==> config.mk <==
export PLATFORM = sky130hd
export DESIGN_NAME = mpgpio_top
export DESIGN_NICKNAME = d
export VERILOG_FILES = /design/src/common/mpgpio_pkg.sv /design/src/verilog/mpgpio_top.sv
export SDC_FILE = /design/constraint.sdc
export NUM_CORES = 1
export LEC_CHECK = 0
export BUFFER_PORTS_ARGS = -buffer_cell sky130_fd_sc_hd__clkbuf_2
export CAP_MARGIN = 20
export CORE_MARGIN = 10
export CORE_UTILIZATION = 50
export CTS_CLUSTER_DIAMETER = 30
export DETAILED_ROUTE_END_ITERATION = 10
export HOLD_SLACK_MARGIN = 0.15
export PLACE_DENSITY = 0.88
export SYNTH_ARGS = -nofsm -noshare
export SYNTH_HDL_FRONTEND = slang
export SYNTH_SLANG_ARGS = --single-unit
==> constraint.sdc <==
create_clock -name I_CLK -period 2 [get_ports I_CLK]
set_input_delay 0.2 -clock I_CLK [delete_from_list [all_inputs] [get_ports I_CLK]]
set_output_delay 0.2 -clock I_CLK [all_outputs]
set_load 0.05 [all_outputs]
==> src/common/mpgpio_pkg.sv <==
// Purpose: constants for the three-port general purpose I/O block
// Assumes: AHB-Lite register access, one 32-bit word per register
// Notes: port two and control words sit at chosen offsets
//
// Behaviour
// - Port one: seven pins, bitwise direction
// - Reset clears port one direction and latch
// - Port one bit one interrupts on both edges
// - Bit zero selects port or interrupt zero
// - Port two: three pins, latch resets high
// - Dual-clock mode gives bits one, two to resonator
// - Port two bit zero falling edge sets latch
// - Port two reads latch or pin levels
// - Port two upper read bits are indeterminate
// - STOP floats port two bit zero output
// - Reset: port three digital inputs, analog disabled
// - Analog selection overrides port three latch, direction
// - Port three output bits drive latch value
// - Analog and output pins read latch, inputs read pins
// - Writes never drive analog-selected pins
// - Input-mode bits read back pin levels unless analog-selected
// - Port one shared: divider, interrupt one, zero
package mpgpio_pkg;
  // ==========================================================
  // Register indices; byte address is four times the index
  localparam logic [7:0] IDX_P1_DATA = 8'h01;
  localparam logic [7:0] IDX_P3_DATA = 8'h03;
  localparam logic [7:0] IDX_P1_DIR = 8'h09;
  localparam logic [7:0] IDX_P3_DIR = 8'h0A;
  // Register byte addresses
  localparam logic [7:0] ADDR_P1_DATA = {IDX_P1_DATA[5:0], 2'b00};
  localparam logic [7:0] ADDR_P3_DATA = {IDX_P3_DATA[5:0], 2'b00};
  localparam logic [7:0] ADDR_P1_DIR = {IDX_P1_DIR[5:0], 2'b00};
  localparam logic [7:0] ADDR_P3_DIR = {IDX_P3_DIR[5:0], 2'b00};
  localparam logic [7:0] ADDR_P2_DATA = 8'h40;
  localparam logic [7:0] ADDR_P2_PIN = 8'h44;
  localparam logic [7:0] ADDR_CTRL = 8'h48;
  localparam logic [7:0] ADDR_EVENT = 8'h4C;
  // ==========================================================
  // Widths and reset values
  localparam int P1_W = 7;
  localparam int P2_W = 3;
  localparam int P3_W = 8;
  localparam logic [6:0] P1_LATCH_RST = 7'h00;
  localparam logic [6:0] P1_DIR_RST = 7'h00;
  localparam logic [2:0] P2_LATCH_RST = 3'h7;
  localparam logic [7:0] P3_LATCH_RST = 8'h00;
  localparam logic [7:0] P3_DIR_RST = 8'h00;
  // ==========================================================
  // Control word fields
  localparam int CTRL_EXT_INTERRUPT_ZERO_SEL = 0;
  localparam int CTRL_AIN_DIS = 1;
  localparam int CTRL_DUAL_CLK = 2;
  localparam int CTRL_CH_LSB = 4;
  localparam int CTRL_CH_W = 3;
  localparam logic [7:0] CTRL_RST = 8'h02;
  // Event word fields (write one to clear)
  localparam int EV_EXT_INTERRUPT_ZERO = 0;
  localparam int EV_EXT_INTERRUPT_ONE = 1;
  localparam int EV_P20 = 2;
  // Analog channels map to port three bits two..seven
  localparam int AIN_BASE = 2;
  localparam int AIN_COUNT = 6;
endpackage

==> src/verilog/mpgpio_top.sv <==
// Purpose: port one, two and three pin logic with AHB-Lite registers
// Assumes: pins synchronous to I_CLK, zero wait state bus
// Notes: interrupt latches are exported as sticky event outputs
`timescale 1ns/10ps
module mpgpio_top
  import mpgpio_pkg::*;
(
  // Clock and reset
  input wire logic I_CLK,
  input wire logic I_SYS_RST,
  // AHB-Lite slave
  input wire logic I_HSEL,
  input wire logic [7:0] I_HADDR,
  input wire logic [1:0] I_HTRANS,
  input wire logic I_HWRITE,
  input wire logic [2:0] I_HSIZE,
  input wire logic [31:0] I_HWDATA,
  input wire logic I_HREADY,
  output logic [31:0] O_HRDATA,
  output logic O_HREADYOUT,
  output logic O_HRESP,
  // Port one pins
  input wire logic [6:0] I_P1_PIN,
  output logic [6:0] O_P1_PIN,
  output logic [6:0] O_P1_OE,
  // Port two pins
  input wire logic [2:0] I_P2_PIN,
  output logic [2:0] O_P2_PIN,
  output logic [2:0] O_P2_OE,
  // Port three pins
  input wire logic [7:0] I_P3_PIN,
  output logic [7:0] O_P3_PIN,
  output logic [7:0] O_P3_OE,
  output logic [7:0] O_P3_ANALOG,
  // System side
  input wire logic I_STOP_MODE,
  input wire logic I_OUTPUT_DRIVE_ENABLE,
  input wire logic I_DIVIDER_OUTPUT,
  input wire logic I_CONVERTING,
  output logic O_EXT_INTERRUPT_ZERO,
  output logic O_EXT_INTERRUPT_ONE,
  output logic O_P20_EVENT,
  output logic O_RESONATOR_MODE
);

  // ==========================================================
  // Bus address phase capture
  logic wr_pend_reg;
  logic [7:0] addr_reg;
  logic [31:0] rdata_next;
  logic take;

  logic [6:0] p1_latch_reg;
  logic [6:0] p1_dir_reg;
  logic [2:0] p2_latch_reg;
  logic [7:0] p3_latch_reg;
  logic [7:0] p3_dir_reg;
  logic [7:0] ctrl_reg;
  logic [2:0] event_reg;
  logic [6:0] p1_in_prev_reg;
  logic p20_prev_reg;
  logic [7:0] analog_sel;

  function automatic logic [31:0] word8(input logic [7:0] v);
    word8 = {24'h000000, v};
  endfunction

  // Selected bits read the latch, the others the pin
  function automatic logic [7:0] pick8(input logic [7:0] sel,
    input logic [7:0] lat, input logic [7:0] pin);
    pick8 = (sel & lat) | (~sel & pin);
  endfunction

  assign take = I_HSEL & I_HREADY & I_HTRANS[1];

  always_ff @(posedge I_CLK)
  begin
    if (I_SYS_RST)
    begin
      wr_pend_reg <= 1'b0;
      addr_reg <= 8'h00;
    end
    else
    begin
      wr_pend_reg <= take & I_HWRITE;
      addr_reg <= I_HADDR;
    end
  end

  // ==========================================================
  // Analog channel decode
  always_comb
  begin
    analog_sel = 8'h00;
    if (!ctrl_reg[CTRL_AIN_DIS] &&
        ctrl_reg[CTRL_CH_LSB +: CTRL_CH_W] < 3'(AIN_COUNT))
      analog_sel[AIN_BASE + int'(ctrl_reg[CTRL_CH_LSB +: CTRL_CH_W])]
        = 1'b1;
  end

  // ==========================================================
  // Elaboration checks
  if (AIN_BASE + AIN_COUNT > P3_W)
  begin : g_ain_range
    $error("analog channels run past port three");
  end
  if (AIN_COUNT > (1 << CTRL_CH_W))
  begin : g_ain_code
    $error("analog channel code too narrow");
  end
  if (P1_W != 7 || P2_W != 3 || P3_W != 8)
  begin : g_port_width
    $error("port widths do not match the pins");
  end

  // ==========================================================
  // Register writes
  always_ff @(posedge I_CLK)
  begin
    if (I_SYS_RST)
    begin
      p1_latch_reg <= P1_LATCH_RST;
      p1_dir_reg <= P1_DIR_RST;
      p2_latch_reg <= P2_LATCH_RST;
      p3_latch_reg <= P3_LATCH_RST;
      p3_dir_reg <= P3_DIR_RST;
      ctrl_reg <= CTRL_RST;
    end
    else if (wr_pend_reg)
    begin
      unique case (addr_reg)
        ADDR_P1_DATA: p1_latch_reg <= I_HWDATA[6:0];
        ADDR_P1_DIR: p1_dir_reg <= I_HWDATA[6:0];
        ADDR_P2_DATA: p2_latch_reg <= I_HWDATA[2:0];
        // Analog pins keep latch but never drive it
        ADDR_P3_DATA: p3_latch_reg <= I_HWDATA[7:0];
        ADDR_P3_DIR: p3_dir_reg <= I_HWDATA[7:0];
        ADDR_CTRL: ctrl_reg <= I_HWDATA[7:0];
        default: ;
      endcase
    end
  end

  // ==========================================================
  // Edge events; a new edge beats a clear in the same cycle
  logic [2:0] ev_set;
  logic [2:0] ev_clr;
  always_comb
  begin
    ev_set[EV_EXT_INTERRUPT_ZERO] = ctrl_reg[CTRL_EXT_INTERRUPT_ZERO_SEL] &
      (I_P1_PIN[0] ^ p1_in_prev_reg[0]);
    ev_set[EV_EXT_INTERRUPT_ONE] = I_P1_PIN[1] ^ p1_in_prev_reg[1];
    ev_set[EV_P20] = p20_prev_reg & ~I_P2_PIN[0];
    ev_clr = (wr_pend_reg && addr_reg == ADDR_EVENT) ?
      I_HWDATA[2:0] : 3'h0;
  end

  always_ff @(posedge I_CLK)
  begin
    if (I_SYS_RST)
    begin
      // Baseline from the pins, so release brings no false edge
      p1_in_prev_reg <= I_P1_PIN;
      p20_prev_reg <= I_P2_PIN[0];
      event_reg <= 3'h0;
    end
    else
    begin
      p1_in_prev_reg <= I_P1_PIN;
      p20_prev_reg <= I_P2_PIN[0];
      event_reg <= (event_reg & ~ev_clr) | ev_set;
    end
  end

  // ==========================================================
  // Read mux, registered for the data phase
  always_comb
  begin
    rdata_next = 32'h00000000;
    unique case (I_HADDR)
      ADDR_P1_DATA: rdata_next = word8(pick8({1'b0, p1_dir_reg},
        {1'b0, p1_latch_reg}, {1'b0, I_P1_PIN}));
      ADDR_P1_DIR: rdata_next = word8({1'b0, p1_dir_reg});
      // Upper bits modelled as zero; software must ignore them
      ADDR_P2_DATA: rdata_next = word8({5'h00, p2_latch_reg});
      ADDR_P2_PIN: rdata_next = word8({5'h00, I_P2_PIN});
      // Analog and output bits read the latch, inputs the pin
      ADDR_P3_DATA: rdata_next = word8(pick8(analog_sel | p3_dir_reg,
        p3_latch_reg, I_P3_PIN));
      ADDR_P3_DIR: rdata_next = word8(p3_dir_reg);
      ADDR_CTRL: rdata_next = word8(ctrl_reg);
      ADDR_EVENT: rdata_next = word8({5'h00, event_reg});
      default: rdata_next = 32'h00000000;
    endcase
  end

  always_ff @(posedge I_CLK)
  begin
    if (I_SYS_RST)
      O_HRDATA <= 32'h00000000;
    else if (take && !I_HWRITE)
      O_HRDATA <= rdata_next;
  end

  always_ff @(posedge I_CLK)
  begin
    O_HREADYOUT <= 1'b1;
    O_HRESP <= 1'b0;
  end

  // ==========================================================
  // Pin drivers
  always_ff @(posedge I_CLK)
  begin
    if (I_SYS_RST)
    begin
      O_P1_PIN <= 7'h00;
      O_P1_OE <= 7'h00;
      O_P2_PIN <= 3'h7;
      O_P2_OE <= 3'h0;
      O_P3_PIN <= 8'h00;
      O_P3_OE <= 8'h00;
      O_P3_ANALOG <= 8'h00;
      O_RESONATOR_MODE <= 1'b0;
    end
    else
    begin
      O_P1_OE <= p1_dir_reg;
      // Divider output shares bit two, ANDed with latch bit two, which resets low
      O_P1_PIN <= {p1_latch_reg[6:3],
        p1_latch_reg[2] & I_DIVIDER_OUTPUT,
        p1_latch_reg[1:0]};
      O_P2_PIN <= p2_latch_reg;
      // Open-drain style: a low latch pulls the pin
      O_P2_OE[0] <= I_OUTPUT_DRIVE_ENABLE & ~I_STOP_MODE &
        ~p2_latch_reg[0];
      O_P2_OE[2:1] <= ctrl_reg[CTRL_DUAL_CLK] ? 2'b00 :
        (~p2_latch_reg[2:1] & {2{I_OUTPUT_DRIVE_ENABLE}});
      O_RESONATOR_MODE <= ctrl_reg[CTRL_DUAL_CLK];
      O_P3_PIN <= p3_latch_reg;
      O_P3_OE <= p3_dir_reg & ~analog_sel;
      O_P3_ANALOG <= analog_sel;
    end
  end

  always_ff @(posedge I_CLK)
  begin
    if (I_SYS_RST)
    begin
      O_EXT_INTERRUPT_ZERO <= 1'b0;
      O_EXT_INTERRUPT_ONE <= 1'b0;
      O_P20_EVENT <= 1'b0;
    end
    else
    begin
      O_EXT_INTERRUPT_ZERO <= event_reg[EV_EXT_INTERRUPT_ZERO];
      O_EXT_INTERRUPT_ONE <= event_reg[EV_EXT_INTERRUPT_ONE];
      O_P20_EVENT <= event_reg[EV_P20];
    end
  end

  // ==========================================================
  // Checks
  a_p1_reset_in: assert property (@(posedge I_CLK)
    I_SYS_RST |=> O_P1_OE == 7'h00 && O_P1_PIN == 7'h00)
    else $error("port one not input after reset");
  a_p2_latch_high: assert property (@(posedge I_CLK)
    I_SYS_RST |=> O_P2_PIN == 3'h7)
    else $error("port two latch not high after reset");
  a_p3_reset_dig: assert property (@(posedge I_CLK)
    I_SYS_RST |=> O_P3_OE == 8'h00 && O_P3_ANALOG == 8'h00)
    else $error("port three not digital input after reset");
  a_p1_dir_follow: assert property (@(posedge I_CLK)
    disable iff (I_SYS_RST) 1'b1 |=> O_P1_OE == $past(p1_dir_reg))
    else $error("port one enable not from direction");
  a_ext_interrupt_one_edge: assert property (@(posedge I_CLK) disable iff (I_SYS_RST)
    $changed(I_P1_PIN[1]) |=> ##1 O_EXT_INTERRUPT_ONE)
    else $error("interrupt one edge missed");
  a_ext_interrupt_zero_gated: assert property (@(posedge I_CLK) disable iff (I_SYS_RST)
    !ctrl_reg[CTRL_EXT_INTERRUPT_ZERO_SEL] && !event_reg[EV_EXT_INTERRUPT_ZERO] &&
    !ev_set[EV_EXT_INTERRUPT_ZERO] |=> !event_reg[EV_EXT_INTERRUPT_ZERO])
    else $error("interrupt zero set while pin is port");
  a_p20_fall: assert property (@(posedge I_CLK) disable iff (I_SYS_RST)
    $fell(I_P2_PIN[0]) |=> ##1 O_P20_EVENT)
    else $error("port two bit zero falling edge missed");
  a_stop_float: assert property (@(posedge I_CLK) disable iff (I_SYS_RST)
    I_STOP_MODE |=> !O_P2_OE[0])
    else $error("port two bit zero driven in stop");
  a_dual_float: assert property (@(posedge I_CLK) disable iff (I_SYS_RST)
    ctrl_reg[CTRL_DUAL_CLK] |=> O_P2_OE[2:1] == 2'b00)
    else $error("resonator pins driven");
  a_analog_nodrv: assert property (@(posedge I_CLK) disable iff (I_SYS_RST)
    (O_P3_OE & O_P3_ANALOG) == 8'h00)
    else $error("analog pin driven");
  a_p3_out_drive: assert property (@(posedge I_CLK) disable iff (I_SYS_RST)
    1'b1 |=> O_P3_OE == ($past(p3_dir_reg) & ~$past(analog_sel)))
    else $error("port three drive mismatch");
  a_p3_rd_input: assert property (@(posedge I_CLK) disable iff (I_SYS_RST)
    take && !I_HWRITE && I_HADDR == ADDR_P3_DATA |=>
    O_HRDATA[7:0] == (($past(analog_sel) | $past(p3_dir_reg)) &
    $past(p3_latch_reg) | ~($past(analog_sel) | $past(p3_dir_reg)) &
    $past(I_P3_PIN)))
    else $error("port three read mismatch");
  a_p2_rd_high: assert property (@(posedge I_CLK) disable iff (I_SYS_RST)
    take && !I_HWRITE && I_HADDR == ADDR_P2_PIN |=>
    O_HRDATA[31:3] == 29'h0 && O_HRDATA[2:0] == $past(I_P2_PIN))
    else $error("port two pin read mismatch");

  a_p2_reset_oe: assert property (@(posedge I_CLK)
    I_SYS_RST |=> O_P2_OE == 3'h0)
    else $error("port two driven after reset");
  a_p3_reset_pin: assert property (@(posedge I_CLK)
    I_SYS_RST |=> O_P3_PIN == 8'h00)
    else $error("port three latch not clear after reset");
  a_p2_pin_latch: assert property (@(posedge I_CLK)
    disable iff (I_SYS_RST) 1'b1 |=> O_P2_PIN == $past(p2_latch_reg))
    else $error("port two drive not from latch");
  a_p3_pin_latch: assert property (@(posedge I_CLK)
    disable iff (I_SYS_RST) 1'b1 |=> O_P3_PIN == $past(p3_latch_reg))
    else $error("port three drive not from latch");
  a_p1_latch_out: assert property (@(posedge I_CLK)
    disable iff (I_SYS_RST) 1'b1 |=> {O_P1_PIN[6:3], O_P1_PIN[1:0]} ==
    {$past(p1_latch_reg[6:3]), $past(p1_latch_reg[1:0])})
    else $error("port one drive not from latch");
  a_p1_div_share: assert property (@(posedge I_CLK)
    disable iff (I_SYS_RST) 1'b1 |=> O_P1_PIN[2] ==
    ($past(p1_latch_reg[2]) && $past(I_DIVIDER_OUTPUT)))
    else $error("divider output not on port one bit two");
  a_ext_interrupt_zero_edge: assert property (@(posedge I_CLK)
    disable iff (I_SYS_RST) ctrl_reg[CTRL_EXT_INTERRUPT_ZERO_SEL] &&
    $changed(I_P1_PIN[0]) |=> ##1 O_EXT_INTERRUPT_ZERO)
    else $error("interrupt zero edge missed");
  a_ext_interrupt_one_sticky: assert property (@(posedge I_CLK)
    disable iff (I_SYS_RST) event_reg[EV_EXT_INTERRUPT_ONE] && !ev_clr[EV_EXT_INTERRUPT_ONE] |=>
    event_reg[EV_EXT_INTERRUPT_ONE])
    else $error("interrupt one event lost");
  a_p20_sticky: assert property (@(posedge I_CLK)
    disable iff (I_SYS_RST) event_reg[EV_P20] && !ev_clr[EV_P20] |=>
    event_reg[EV_P20])
    else $error("port two bit zero event lost");
  a_ev_clear: assert property (@(posedge I_CLK)
    disable iff (I_SYS_RST) wr_pend_reg && addr_reg == ADDR_EVENT &&
    I_HWDATA[EV_EXT_INTERRUPT_ONE] && !ev_set[EV_EXT_INTERRUPT_ONE] |=> !event_reg[EV_EXT_INTERRUPT_ONE])
    else $error("interrupt one event not cleared");
  a_reso_mode: assert property (@(posedge I_CLK)
    disable iff (I_SYS_RST) 1'b1 |=>
    O_RESONATOR_MODE == $past(ctrl_reg[CTRL_DUAL_CLK]))
    else $error("resonator mode not from control");
  a_p2_oe_drive: assert property (@(posedge I_CLK)
    disable iff (I_SYS_RST) !ctrl_reg[CTRL_DUAL_CLK] |=> O_P2_OE[2:1] ==
    (~$past(p2_latch_reg[2:1]) & {2{$past(I_OUTPUT_DRIVE_ENABLE)}}))
    else $error("port two upper pins drive mismatch");
  a_analog_onehot: assert property (@(posedge I_CLK)
    disable iff (I_SYS_RST) $onehot0(O_P3_ANALOG))
    else $error("more than one analog pin");
  a_analog_sel: assert property (@(posedge I_CLK)
    disable iff (I_SYS_RST) 1'b1 |=> O_P3_ANALOG == $past(analog_sel))
    else $error("analog pin selection mismatch");
  a_p2_rd_latch: assert property (@(posedge I_CLK)
    disable iff (I_SYS_RST) take && !I_HWRITE &&
    I_HADDR == ADDR_P2_DATA |=> O_HRDATA == {29'h0, $past(p2_latch_reg)})
    else $error("port two latch read mismatch");
  a_p1_rd_mix: assert property (@(posedge I_CLK)
    disable iff (I_SYS_RST) take && !I_HWRITE &&
    I_HADDR == ADDR_P1_DATA |=> O_HRDATA[7:0] == {1'b0,
    $past(p1_dir_reg) & $past(p1_latch_reg) |
    ~$past(p1_dir_reg) & $past(I_P1_PIN)})
    else $error("port one read mismatch");

  c_p3_analog: cover property (@(posedge I_CLK) O_P3_ANALOG != 8'h00);
  c_ext_interrupt_one_event: cover property (@(posedge I_CLK) O_EXT_INTERRUPT_ONE);
  c_stop_mode: cover property (@(posedge I_CLK) I_STOP_MODE);
  c_p1_output: cover property (@(posedge I_CLK) O_P1_OE != 7'h00);
  c_p20_event: cover property (@(posedge I_CLK) O_P20_EVENT);
endmodule

# == Word-level counts from Yosys, hierarchy flattened ==
# Index checks and enable logic that the tools add are counted.
# classes
addsub,1
n_mul,0
n_div,0
magnitude_cmp,3
n_eq_ne,15
shifts,0
mux,5
bitwise_logic,29
n_reduce_logical,13
# ops
operator,n
8-bit one-hot mux with 8 select lines,1
8-bit by 7-bit equality test with 1-bit output (second input constant),7
8-bit by 6-bit equality test with 1-bit output (second input constant),4
8-bit bitwise AND,3
8-bit by 3-bit equality test with 1-bit output (second input constant),2
8-bit by 4-bit equality test with 1-bit output (second input constant),2
8-bit NOT,2
8-bit OR,2
2-bit AND reduction,6
1-bit bitwise AND,8
8-bit by 7-bit bitwise AND with 8-bit output,1
8-bit two-way mux,1
7-bit NOT with 8-bit output,1
7-bit by 8-bit OR with 8-bit output,1
7-bit bitwise AND,1
2-bit by 3-bit adder with 4-bit output (first input constant),1
4-bit by 1-bit >= comparator with 1-bit output (second input constant),1
1-bit logical AND,4
4-bit less-than comparator (second input constant),1
3-bit bitwise AND,1
1-bit demux with 3-bit select,1
3-bit less-than comparator (second input constant),1
3-bit two-way mux,1
1-bit NOT,3
8 further kinds,10
# totals
regBits,136
latchBits,0
mem_bits_rw,0
mem_bits_ro,0
n_memories,0

# == Longest topological paths before layout ==
# Gate-level depths: netlist of run 1.
# depth
depth_word,11
depth_mapped,6
depth_no_buf,5

# == Least setup slack after synthesis of run 1 ==
# No wires, ideal clock.
# synth_path
kind,register -> register
start,register addr_reg[5]
end,register ctrl_reg[1]
arrival_time_ns,1.560
required_time_ns,1.880
setup_slack_ns,0.320
path_stages_with_launch,6
n_path_buf,1
synth_period_minus_slack_ns,1.680
cell_sequence,dfxtp_1 nor4b_4 nand2_1 or3_1 buf_6 a211o_1
# synth_between
elab_chain_cells,2
# synth_lines
item,line_no,text
from (decl),mpgpio_top.sv:49,logic [7:0] addr_reg;
from (signal assigned),mpgpio_top.sv:81,addr_reg <= 8'h00;
from (signal assigned),mpgpio_top.sv:86,addr_reg <= I_HADDR;
8-bit by 7-bit equality test with 1-bit output,mpgpio_top.sv:131,unique case (addr_reg)
2-bit AND reduction (no line),--,
to (signal assigned),mpgpio_top.sv:138,ADDR_CTRL: ctrl_reg <= I_HWDATA[7:0];
to (decl),mpgpio_top.sv:58,logic [7:0] ctrl_reg;
# Every way passes these cells.
# A chain may end at the register's enable or synchronous reset.

# == Worst setup path after layout of run 1 ==
# layout_path
start,input I_HADDR[1]
end,register O_HRDATA[5]
# layout_between
elab_chain_cells,2
elab_cells_between_ends,9
cone_classes,eq/ne: 8; mux: 1
# layout_lines
item,line_no,text
from (decl),mpgpio_top.sv:13,"input wire logic [7:0] I_HADDR,"
8-bit by 7-bit equality test with 1-bit output (tied with other cells),mpgpio_top.sv:180,unique case (I_HADDR)
8-bit one-hot mux with 8 select lines *,mpgpio_top.sv:180,
to (signal assigned),mpgpio_top.sv:202,O_HRDATA <= rdata_next;
to (decl),mpgpio_top.sv:19,"output logic [31:0] O_HRDATA,"
# Every way passes the cells marked *; elsewhere a longest branch is shown, timed or not.

==> results.yml, run 1 <==
run_status:
  status: "finished, final reports clean"
synthesis:
  yosysTopAreaCell: "dfxtp_1"
  synth_top_area_share_pct: 50.48
  ys_types: 48
  synth_edf_count: 0
  synth_common_cells: "112 x dfxtp_1, 62 x nor2_1, 45 x nor2b_1, 43 x mux2i_1, 27 x buf_4"
  synth_cells: 446
  ys_seq_area_share_pct: 50.48
  yosys_most_used_dff: "dfxtp_1"
  synth_warnings: 0
  synthesis.area_um2: 4442
  syn_avg_cell_area_um2: 9.959
  ys_seq_elements: 112
  synth_most_common_cell: "dfxtp_1"
  ys_async_sr_fraction_pct: 0
  synthTopCellsByArea: "dfxtp_1 50%, mux2i_1 9.7%, nor2b_1 6.3%"
grt:
  antenna_found_initial: 1
  grt_pass1_vias: 3729
  grt_start_max_net_pins: 54
  grt_overflow_total: 0
  grt_pass1_wl_mm: 18.85
  track_usage_pct: 17.76
placed_design:
  dp_hpwl_mm: 8.836
  io_buffers: 98
  dp_slack_ps: 145.4
  place.gp.congestion: 0.9220
timing:
  clock_skew_ps: 10.14
  relSlewSlack_pct: 50.28
  finalCriticalPeriod_ps: 1938
  fin_ws_ps: 61.93
  fmax_ghz: 0.5160
  tightest_slew_ps: 738.9
  finalMaxSlewViolations: 0
  hold_violations: 0
  post-route-period-util_pct: 96.90
  setup_viol: 0
  rsz0062_at_grt: "no"
  setup_tns_ps: 0
flow_run:
  drv_cap: 0
floorplan:
  fp-row-count: 34
  die_area_um2: 13050
  fp.coreArea_um2: 8678
  die_h_um: 114.3
  io-pin-count: 154
  initial_core_util_pct: 51.18
  die_w_um: 114.3
critical_path:
  crit_top_cell: "o2bb2ai_1"
  path_class: "in -> reg"
  cp-end-kind: "flip-flop"
  cp-start-kind: "primary input"
  max_stage_delay_ps: 740
  worst-path-max-fanout: 6
  crit_required_ps: 2320
  slowest_stage: "or4b_2"
  crit_chain: "dlygate4sd3_1 > clkbuf_2 > or4b_2 > nor2_1 > o2bb2ai_1 > o2bb2ai_1 > a22o_1"
  arrival_ps: 2260
clocking:
  htree_levels: 3
  clockRootBuffer: "clkbuf_8"
  worstSkewPairLatency_ps: 370
  numCtsBuffers: 9
  clkTransAtPathRegs_ps: 100
  cts_buffer_depth: 2
  cts_tree: "done"
  clock_sinks: 112
power:
  p_per_area_nw_per_um2: 776.9
  leakagePower_nw: 2.413
  peakVddDrop_v: 0.0003441
layout:
  syn_to_final_growth_pct: 21.55
  finalNetCount: 639
  drive_above_1_share_pct: 25.57
hold_path:
  worstHoldPathType: "in -> reg"
route:
  drt_wl_total_mm: 11.65
  wl_per_cell_um: 17.13
  drtAntennaViolNets: 0
  drtIter0Drc: 242
  vias_per_cell: 5.300
  dr.pass1.iters: 5
  via_count: 3604
  post-route-drc-count: 0
==> final cells by class <==
cell class / instances / area (um^2)
Inverter: 5 / 18.77
Tap cell: 108 / 135.1
Timing Repair Buffer: 128 / 748.2
Clock inverter: 5 / 105.1
Sequential cell: 112 / 2242
Multi-Input combinational cell: 311 / 2009
Antenna cell: 1 / 2.502
Fill cell: 728 / 3279
Clock buffer: 10 / 137.6
==> layer usage <==
| layer | part of all wire (%) | GRT usage (%) | vias up |
|---|---|---|---|
| li1 | - | - | 1729 |
| met4 | 3.0 | 8.521 | 0 |
| met2 | 48 | 28.44 | 172 |
| met5 | 0 | 0 | - |
| met3 | 9.2 | 5.346 | 28 |
| met1 | 40 | 21.29 | 1675 |
==> through the flow <==
step	power [W]	utilization [%]	hold slack (ps)	cells	area [um^2]
2_1_floorplan	0.002576	-	227.7	472	4539
3_3_place_gp	0.002631	57.81	346.3	651	5017
3_5_place_dp	0.002639	57.81	356.5	651	5017
4_1_cts	0.004212	62.11	158.3	679	5390
5_1_grt	0.004325	62.21	163.0	680	5399
6_report	0.004194	62.21	177.9	680	5399
==> critical path: cells and delay by family <==
family,cells,cell delay [ps]
and+or+nand+nor,2,920
buffers and inverters,2,700
AOI/OAI and AO/OA,3,440
==> cells by family (layout without fill, tap and decap cells) <==
logic type	count (synthesis)	in the layout	synth area share, %
flip-flops	112	112	50.48
buffers and inverters	49	148	6.620
XOR/XNOR	2	2	0.3944
multiplexers	46	46	10.45
other	2	29	0.1691
AND/OR/NAND/NOR	181	181	23.30
AO/OA/AOI/OAI	54	54	8.592
==> what timing repair did <==
item | CTS | global route
hold buffers | 13 | 0
gates resized for setup | 0 | 1
endpoints found under the setup margin | 0 | 1
endpoints found under the hold margin | 15 | 0
buffers inserted | 0 | 0
==> power breakdown <==
group	internal, W	switching (W)	total, W
logic	0.0000961	0.000255	0.000351
registers	0.00225	0.0000155	0.00226
clock network	0.000859	0.000720	0.00158
==> cells in the final DEF (no fill, tap or decap), types with 3 or more instances in the layout <==
| cell type | Yosys | routed |
|---|---|---|
| a211o_1 | 4 | 4 |
| a21oi_1 | 9 | 9 |
| a22o_1 | 6 | 6 |
| a22oi_1 | 8 | 8 |
| buf_4 | 27 | 17 |
| bufinv_16 | 0 | 3 |
| clkbuf_2 | 0 | 98 |
| clkbuf_8 | 0 | 10 |
| conb_1 | 2 | 28 |
| dfxtp_1 | 112 | 112 |
| dlygate4sd3_1 | 0 | 13 |
| inv_1 | 5 | 5 |
| mux2_2 | 3 | 3 |
| mux2i_1 | 43 | 43 |
| nand2_1 | 21 | 21 |
| nand2b_1 | 3 | 3 |
| nand3_1 | 8 | 8 |
| nor2_1 | 62 | 62 |
| nor2b_1 | 45 | 45 |
| nor3b_1 | 7 | 7 |
| nor4b_1 | 6 | 5 |
| o21ai_0 | 9 | 9 |
| o22ai_1 | 5 | 5 |
| o2bb2ai_1 | 4 | 4 |
| or2_2 | 4 | 4 |
| or3_1 | 5 | 5 |
==> path summary, 6_finish.rpt <==
kind | startpoint | endpoint | slack, ps | cells after the start
setup / recovery | I_HADDR[1] | O_HRDATA[5] | 60 | 7
hold / removal | I_SYS_RST | wr_pend_reg | 180 | 3
setup reg to reg | addr_reg[5] | ctrl_reg[1] | 100 | 4
hold reg to reg | O_HRDATA[2] | O_HRDATA[2] | 460 | 2
Note: power is estimated with default switching activity, not from simulation.
==> inputs of run 2 (changes only) <==
Settings changed: CELL_PAD_IN_SITES_DETAIL_PLACEMENT from default to 0, CELL_PAD_IN_SITES_GLOBAL_PLACEMENT from default to 1, CORE_UTILIZATION 50 to 37, HOLD_SLACK_MARGIN 0.15 to 0.08, PLACE_DENSITY 0.88 to 0.87.
==> results.yml, run 2 (synthesis results as in run 1) <==
grt:
  grt_overflow_total: 0
  grt_pass1_vias: 3474
  grt_pass1_wl_mm: 17.91
  antenna_found_initial: 0
  grt_start_max_net_pins: 53
  track_usage_pct: 13.66
timing:
  finalCriticalPeriod_ps: 1864
  post-route-period-util_pct: 93.18
  clock_skew_ps: 7.162
  tightest_slew_ps: 807.4
  whs_ps: 100.1
  setup_viol: 0
  relSlewSlack_pct: 45.68
  finalMaxSlewViolations: 0
  hold_violations: 0
  rsz0062_at_grt: "no"
  fmax_ghz: 0.5366
  setup_tns_ps: 0
clocking:
  cts_resized: 0
  cts_tree: "done"
  clockRootBuffer: "clkbuf_16"
  cts_buffer_depth: 2
  clock_sinks: 112
  htree_levels: 3
  clkTransAtPathRegs_ps: 70
  numCtsBuffers: 9
  worstSkewPairLatency_ps: 350
floorplan:
  fp.coreArea_um2: 11560
  io-pin-count: 154
  die_h_um: 129.6
  fp-row-count: 39
  die_area_um2: 16790
  initial_core_util_pct: 38.41
  die_w_um: 129.6
route:
  drtAntennaViolNets: 0
  via_count: 3419
  dr.pass1.iters: 4
  vias_per_cell: 4.815
  post-route-drc-count: 0
  wl_per_cell_um: 16.35
  drtIter0Drc: 153
  drt_wl_total_mm: 11.61
hold_path:
  worstHoldPathType: "in -> reg"
layout:
  drive_above_1_share_pct: 25.93
  layout_common_cells: "112 x dfxtp_1, 98 x clkbuf_2, 62 x nor2_1, 45 x nor2b_1, 43 x mux2i_1"
  num_antenna_cells: 0
  regArea_um2: 2242
  fillCellCount: 1107
  final_common_cell: "dfxtp_1"
  syn_to_final_growth_pct: 22.87
  multiInputGateArea_um2: 2003
  finalNetCount: 634
critical_path:
  path_class: "reg -> reg"
  cpLargestDelayFamily: "simple AND/OR/NAND/NOR gates"
  cp-start-kind: "flip-flop"
  arrival_ps: 2100
  max_stage_delay_ps: 630
  crit_required_ps: 2240
  worst-path-max-fanout: 9
  crit_chain: "nor4b_4 > nand2_1 > or3_1 > a211o_1"
  cp-end-kind: "flip-flop"
  crit_buf_inv: 0
  slowest_stage: "or3_1"
flow_run:
  drv_cap: 0
power:
  p_per_area_nw_per_um2: 828.6
  power.switching_fraction_pct: 23.18
  p_switching_w: 0.001048
  p_int_w: 0.003474
  power_frac_clock_pct: 42.5
  peakVddDrop_v: 0.0004423
  leakagePower_nw: 2.433
  p_seq_share_pct: 50.1
  pwr-share-comb_pct: 7.4
run_status:
  status: "finished, final reports clean"
placed_design:
  dp_hpwl_mm: 8.902
  place.gp.congestion: 0.8895
  io_buffers: 98
[run 2: cell types whose count changed in the layout (fill, tap and decap cells not counted), moves of 2 or more]
cell / previous run / this run
clkbuf_16: 0 / 9
clkbuf_8: 10 / 1
buf_4: 17 / 20
clkinvlp_4: 2 / 0
clkbuf_1: 0 / 2
clkinv_4: 0 / 2
dlygate4sd3_1: 13 / 5
[run 2: power groups by stage]
stage / Sequential, W / Clock [W] / Combinational [W]
2_1_floorplan: 0.00233 / 0 / 0.000248
3_3_place_gp: 0.00231 / 0 / 0.000322
3_5_place_dp: 0.00232 / 0 / 0.000325
4_1_cts: 0.00226 / 0.00197 / 0.000334
5_1_grt: 0.00227 / 0.00203 / 0.000362
6_report: 0.00226 / 0.00192 / 0.000336
[run 2: final cells by class]
class	instances	area share, %
clock buffer	12	4.516
clock inverter	4	1.421
inverter	5	0.3439
multi-input combinational	311	36.70
sequential	112	41.08
tap	143	3.278
timing repair buffer	123	12.65
[run 2: per-layer routing]
metal / GRT usage (%) / vias to the layer above / share of wire, %
met1: 16.72 / 1565 / 44
met4: 6.878 / 0 / 2.9
met5: 0 / - / 0
met3: 4.405 / 21 / 8.1
met2: 21.18 / 112 / 45
li1: - / 1721 / -
[run 2: path summary, 6_finish.rpt]
| check | startpoint | to | slack (ps) | cells after the start |
|---|---|---|---|---|
| hold reg to reg | O_HRDATA[0] | O_HRDATA[0] | 460 | 2 |
| setup reg to reg | addr_reg[5] | ctrl_reg[1] | 140 | 4 |
| setup / recovery | addr_reg[5] | ctrl_reg[1] | 140 | 4 |
| hold / removal | I_HWRITE | wr_pend_reg | 100 | 3 |
[run 2: worst min-delay path, cell delays in order]
cell and delay [ps]:
clkbuf_2 110, inv_1 50, nor2_1 50
[run 2: per-stage QoR]
stage | worst slack [ps] | total power (W) | std cells | utilization (%) | instance area [um^2]
after floorplan | 320.1 | 0.002576 | 472 | - | 4539
after detailed placement | 139.0 | 0.002641 | 689 | 43.96 | 5084
after CTS | 117.7 | 0.004569 | 710 | 47.19 | 5458
after global placement | 184.3 | 0.002637 | 689 | 43.96 | 5084
after global routing | 60.25 | 0.004658 | 710 | 47.19 | 5458
final | 136.4 | 0.004522 | 710 | 47.19 | 5458
[run 2: timing repair]
item                                   in CTS  in global routing
hold buffers                                5                  0
setup buffers                               0                  0
endpoints found under the hold margin       5                  0
==> inputs of run 3 (changes only) <==
Settings changed: BUFFER_PORTS_ARGS -buffer_cell sky130_fd_sc_hd__clkbuf_2 to default, CORE_UTILIZATION 37 to 46, DONT_BUFFER_PORTS from default to 1, PLACE_DENSITY 0.87 to 0.85.
==> results.yml, run 3 (synthesis results as in run 1) <==
run_status:
  status: "finished, final reports clean"
critical_path:
  crit_top_cell: "nor2_1"
  crit_required_ps: 2270
  crit_buf_inv: 2
  cp-end-kind: "flip-flop"
  arrival_ps: 2140
  r2r_end: "p3_dir_reg[1]"
  cpLargestDelayFamily: "buffers and inverters"
  r2r_slack_ps: 130
  slowest_stage: "dlygate4sd3_1"
  path_class: "reg -> reg"
  worst-path-max-fanout: 4
  cp-start-kind: "flip-flop"
  crit_chain: "nor2_1 > nand3_1 > nor4_4 > buf_6 > mux2i_1 > nor2_1 > dlygate4sd3_1"
  r2r_cells: 7
  max_stage_delay_ps: 540
  crit-reg2reg-launch: "addr_reg[4]"
placed_design:
  dp_hpwl_mm: 8.276
  io_buffers: 0
  place.gp.congestion: 0.8264
  dp.cells: 575
clocking:
  htree_levels: 3
  cts_buffer_depth: 2
  clock_sinks: 112
  cts_tree: "done"
  clkTransAtPathRegs_ps: 110
  numCtsBuffers: 9
  clockRootBuffer: "clkbuf_8"
  worstSkewPairLatency_ps: 370
power:
  power_w: 0.004060
  power_frac_clock_pct: 36.8
  p_per_area_nw_per_um2: 793.6
  leakagePower_nw: 2.081
  peakVddDrop_v: 0.0004014
  power.switching_fraction_pct: 24.38
  p_switching_w: 0.0009901
  p_seq_share_pct: 56.2
  pwr-share-comb_pct: 7.1
  p_int_w: 0.003070
timing:
  rsz0062_at_grt: "no"
  tightest_slew_ps: 886.1
  fmax_ghz: 0.5346
  relSlewSlack_pct: 40.38
  hold_violations: 0
  setup_tns_ps: 0
  finalCriticalPeriod_ps: 1871
  clock_skew_ps: 10.95
  finalMaxSlewViolations: 0
  setup_viol: 0
  post-route-period-util_pct: 93.53
floorplan:
  fp-row-count: 35
  die_w_um: 118.3
  initial_core_util_pct: 47.62
  die_area_um2: 13990
  die_h_um: 118.3
  fp.coreArea_um2: 9328
  io-pin-count: 154
layout:
  syn_to_final_growth_pct: 15.18
  drive_above_1_share_pct: 10.53
  fillCellCount: 845
  layout_common_cells: "112 x dfxtp_1, 62 x nor2_1, 45 x nor2b_1, 43 x mux2i_1"
  final_common_cell: "dfxtp_1"
  regArea_um2: 2242
  finalNetCount: 561
  num_antenna_cells: 0
  multiInputGateArea_um2: 2003
  final_cells: 623
route:
  via_count: 3308
  dr.pass1.iters: 7
  vias_per_cell: 5.310
  post-route-drc-count: 0
  drtIter0Drc: 297
  drtAntennaViolNets: 0
  wl_per_cell_um: 19.06
  drt_wl_total_mm: 11.87
grt:
  grt_pass1_vias: 3270
  grt_overflow_total: 0
  track_usage_pct: 16.49
  antenna_found_initial: 0
  grt_pass1_wl_mm: 18.69
  grt_start_max_net_pins: 94
flow_run:
  drv_cap: 0
hold_path:
  hp-start: "I_HWDATA[1]"
  holdPathEnd: "ctrl_reg[1]"
  worstHoldPathType: "in -> reg"
  hold_depth: 3
run 3: worst max-delay path by stage:
stage,startpoint,end,slack (ps),depth (start not counted)
final,addr_reg[4],p3_dir_reg[1],130,7
after global routing,addr_reg[4],p3_dir_reg[1],2,7
after CTS,addr_reg[4],p3_dir_reg[1],20,7
after detailed placement,addr_reg[5],ctrl_reg[6],210,6
after global placement,ctrl_reg[1],O_HRDATA[2],250,6
after floorplan,addr_reg[5],ctrl_reg[1],320,5
run 3: worst register-to-register path, delay by kind of cell (launching register included):
family / cells / cell delay, ps
DFF: 1 / 350
buffers and inverters: 2 / 700
and+or+nand+nor: 4 / 550
muxes: 1 / 170
run 3: layout make-up:
cell class	instances	share of cell area, %
inverters	5	0.3668
clock buffers	11	2.764
flip-flops and latches	112	43.82
clock inverters	5	1.565
well taps	129	3.155
repair buffers	50	9.171
multi-input cells	311	39.15
run 3: through the flow:
stage / hold WS (ps) / util (%) / cell area [um^2] / worst slack [ps]
after global routing: 120.5 / 54.85 / 5116 / 1.791
after CTS: 97.09 / 54.57 / 5090 / 17.21
after global placement: 228.0 / 48.89 / 4561 / 246.1
after floorplan: 227.7 / - / 4539 / 320.1
final: 97.62 / 54.85 / 5116 / 129.4
after detailed placement: 228.0 / 48.89 / 4561 / 208.3
run 3: metal layers:
layer	track usage, %	vias to the layer above	wire length [um]
li1	-	1569	-
met3	5.188	21	1053
met4	5.100	0	205
met1	21.31	1562	5093
met5	0	-	0
met2	25.63	156	5521
run 3: power groups by stage:
stage / sequential, W / clock, W / combinational, W
final: 0.00228 / 0.00149 / 0.000287
after global placement: 0.00233 / 0 / 0.000196
after detailed placement: 0.00233 / 0 / 0.000197
after global routing: 0.00228 / 0.00161 / 0.000305
after floorplan: 0.00233 / 0 / 0.000248
after CTS: 0.00228 / 0.00151 / 0.000284
run 3: repair_timing:
action	in CTS	in global routing
hold endpoints to repair	103	0
gates resized for setup	0	1
setup endpoints to repair	0	1
hold buffers	29	0
buffers inserted	0	3
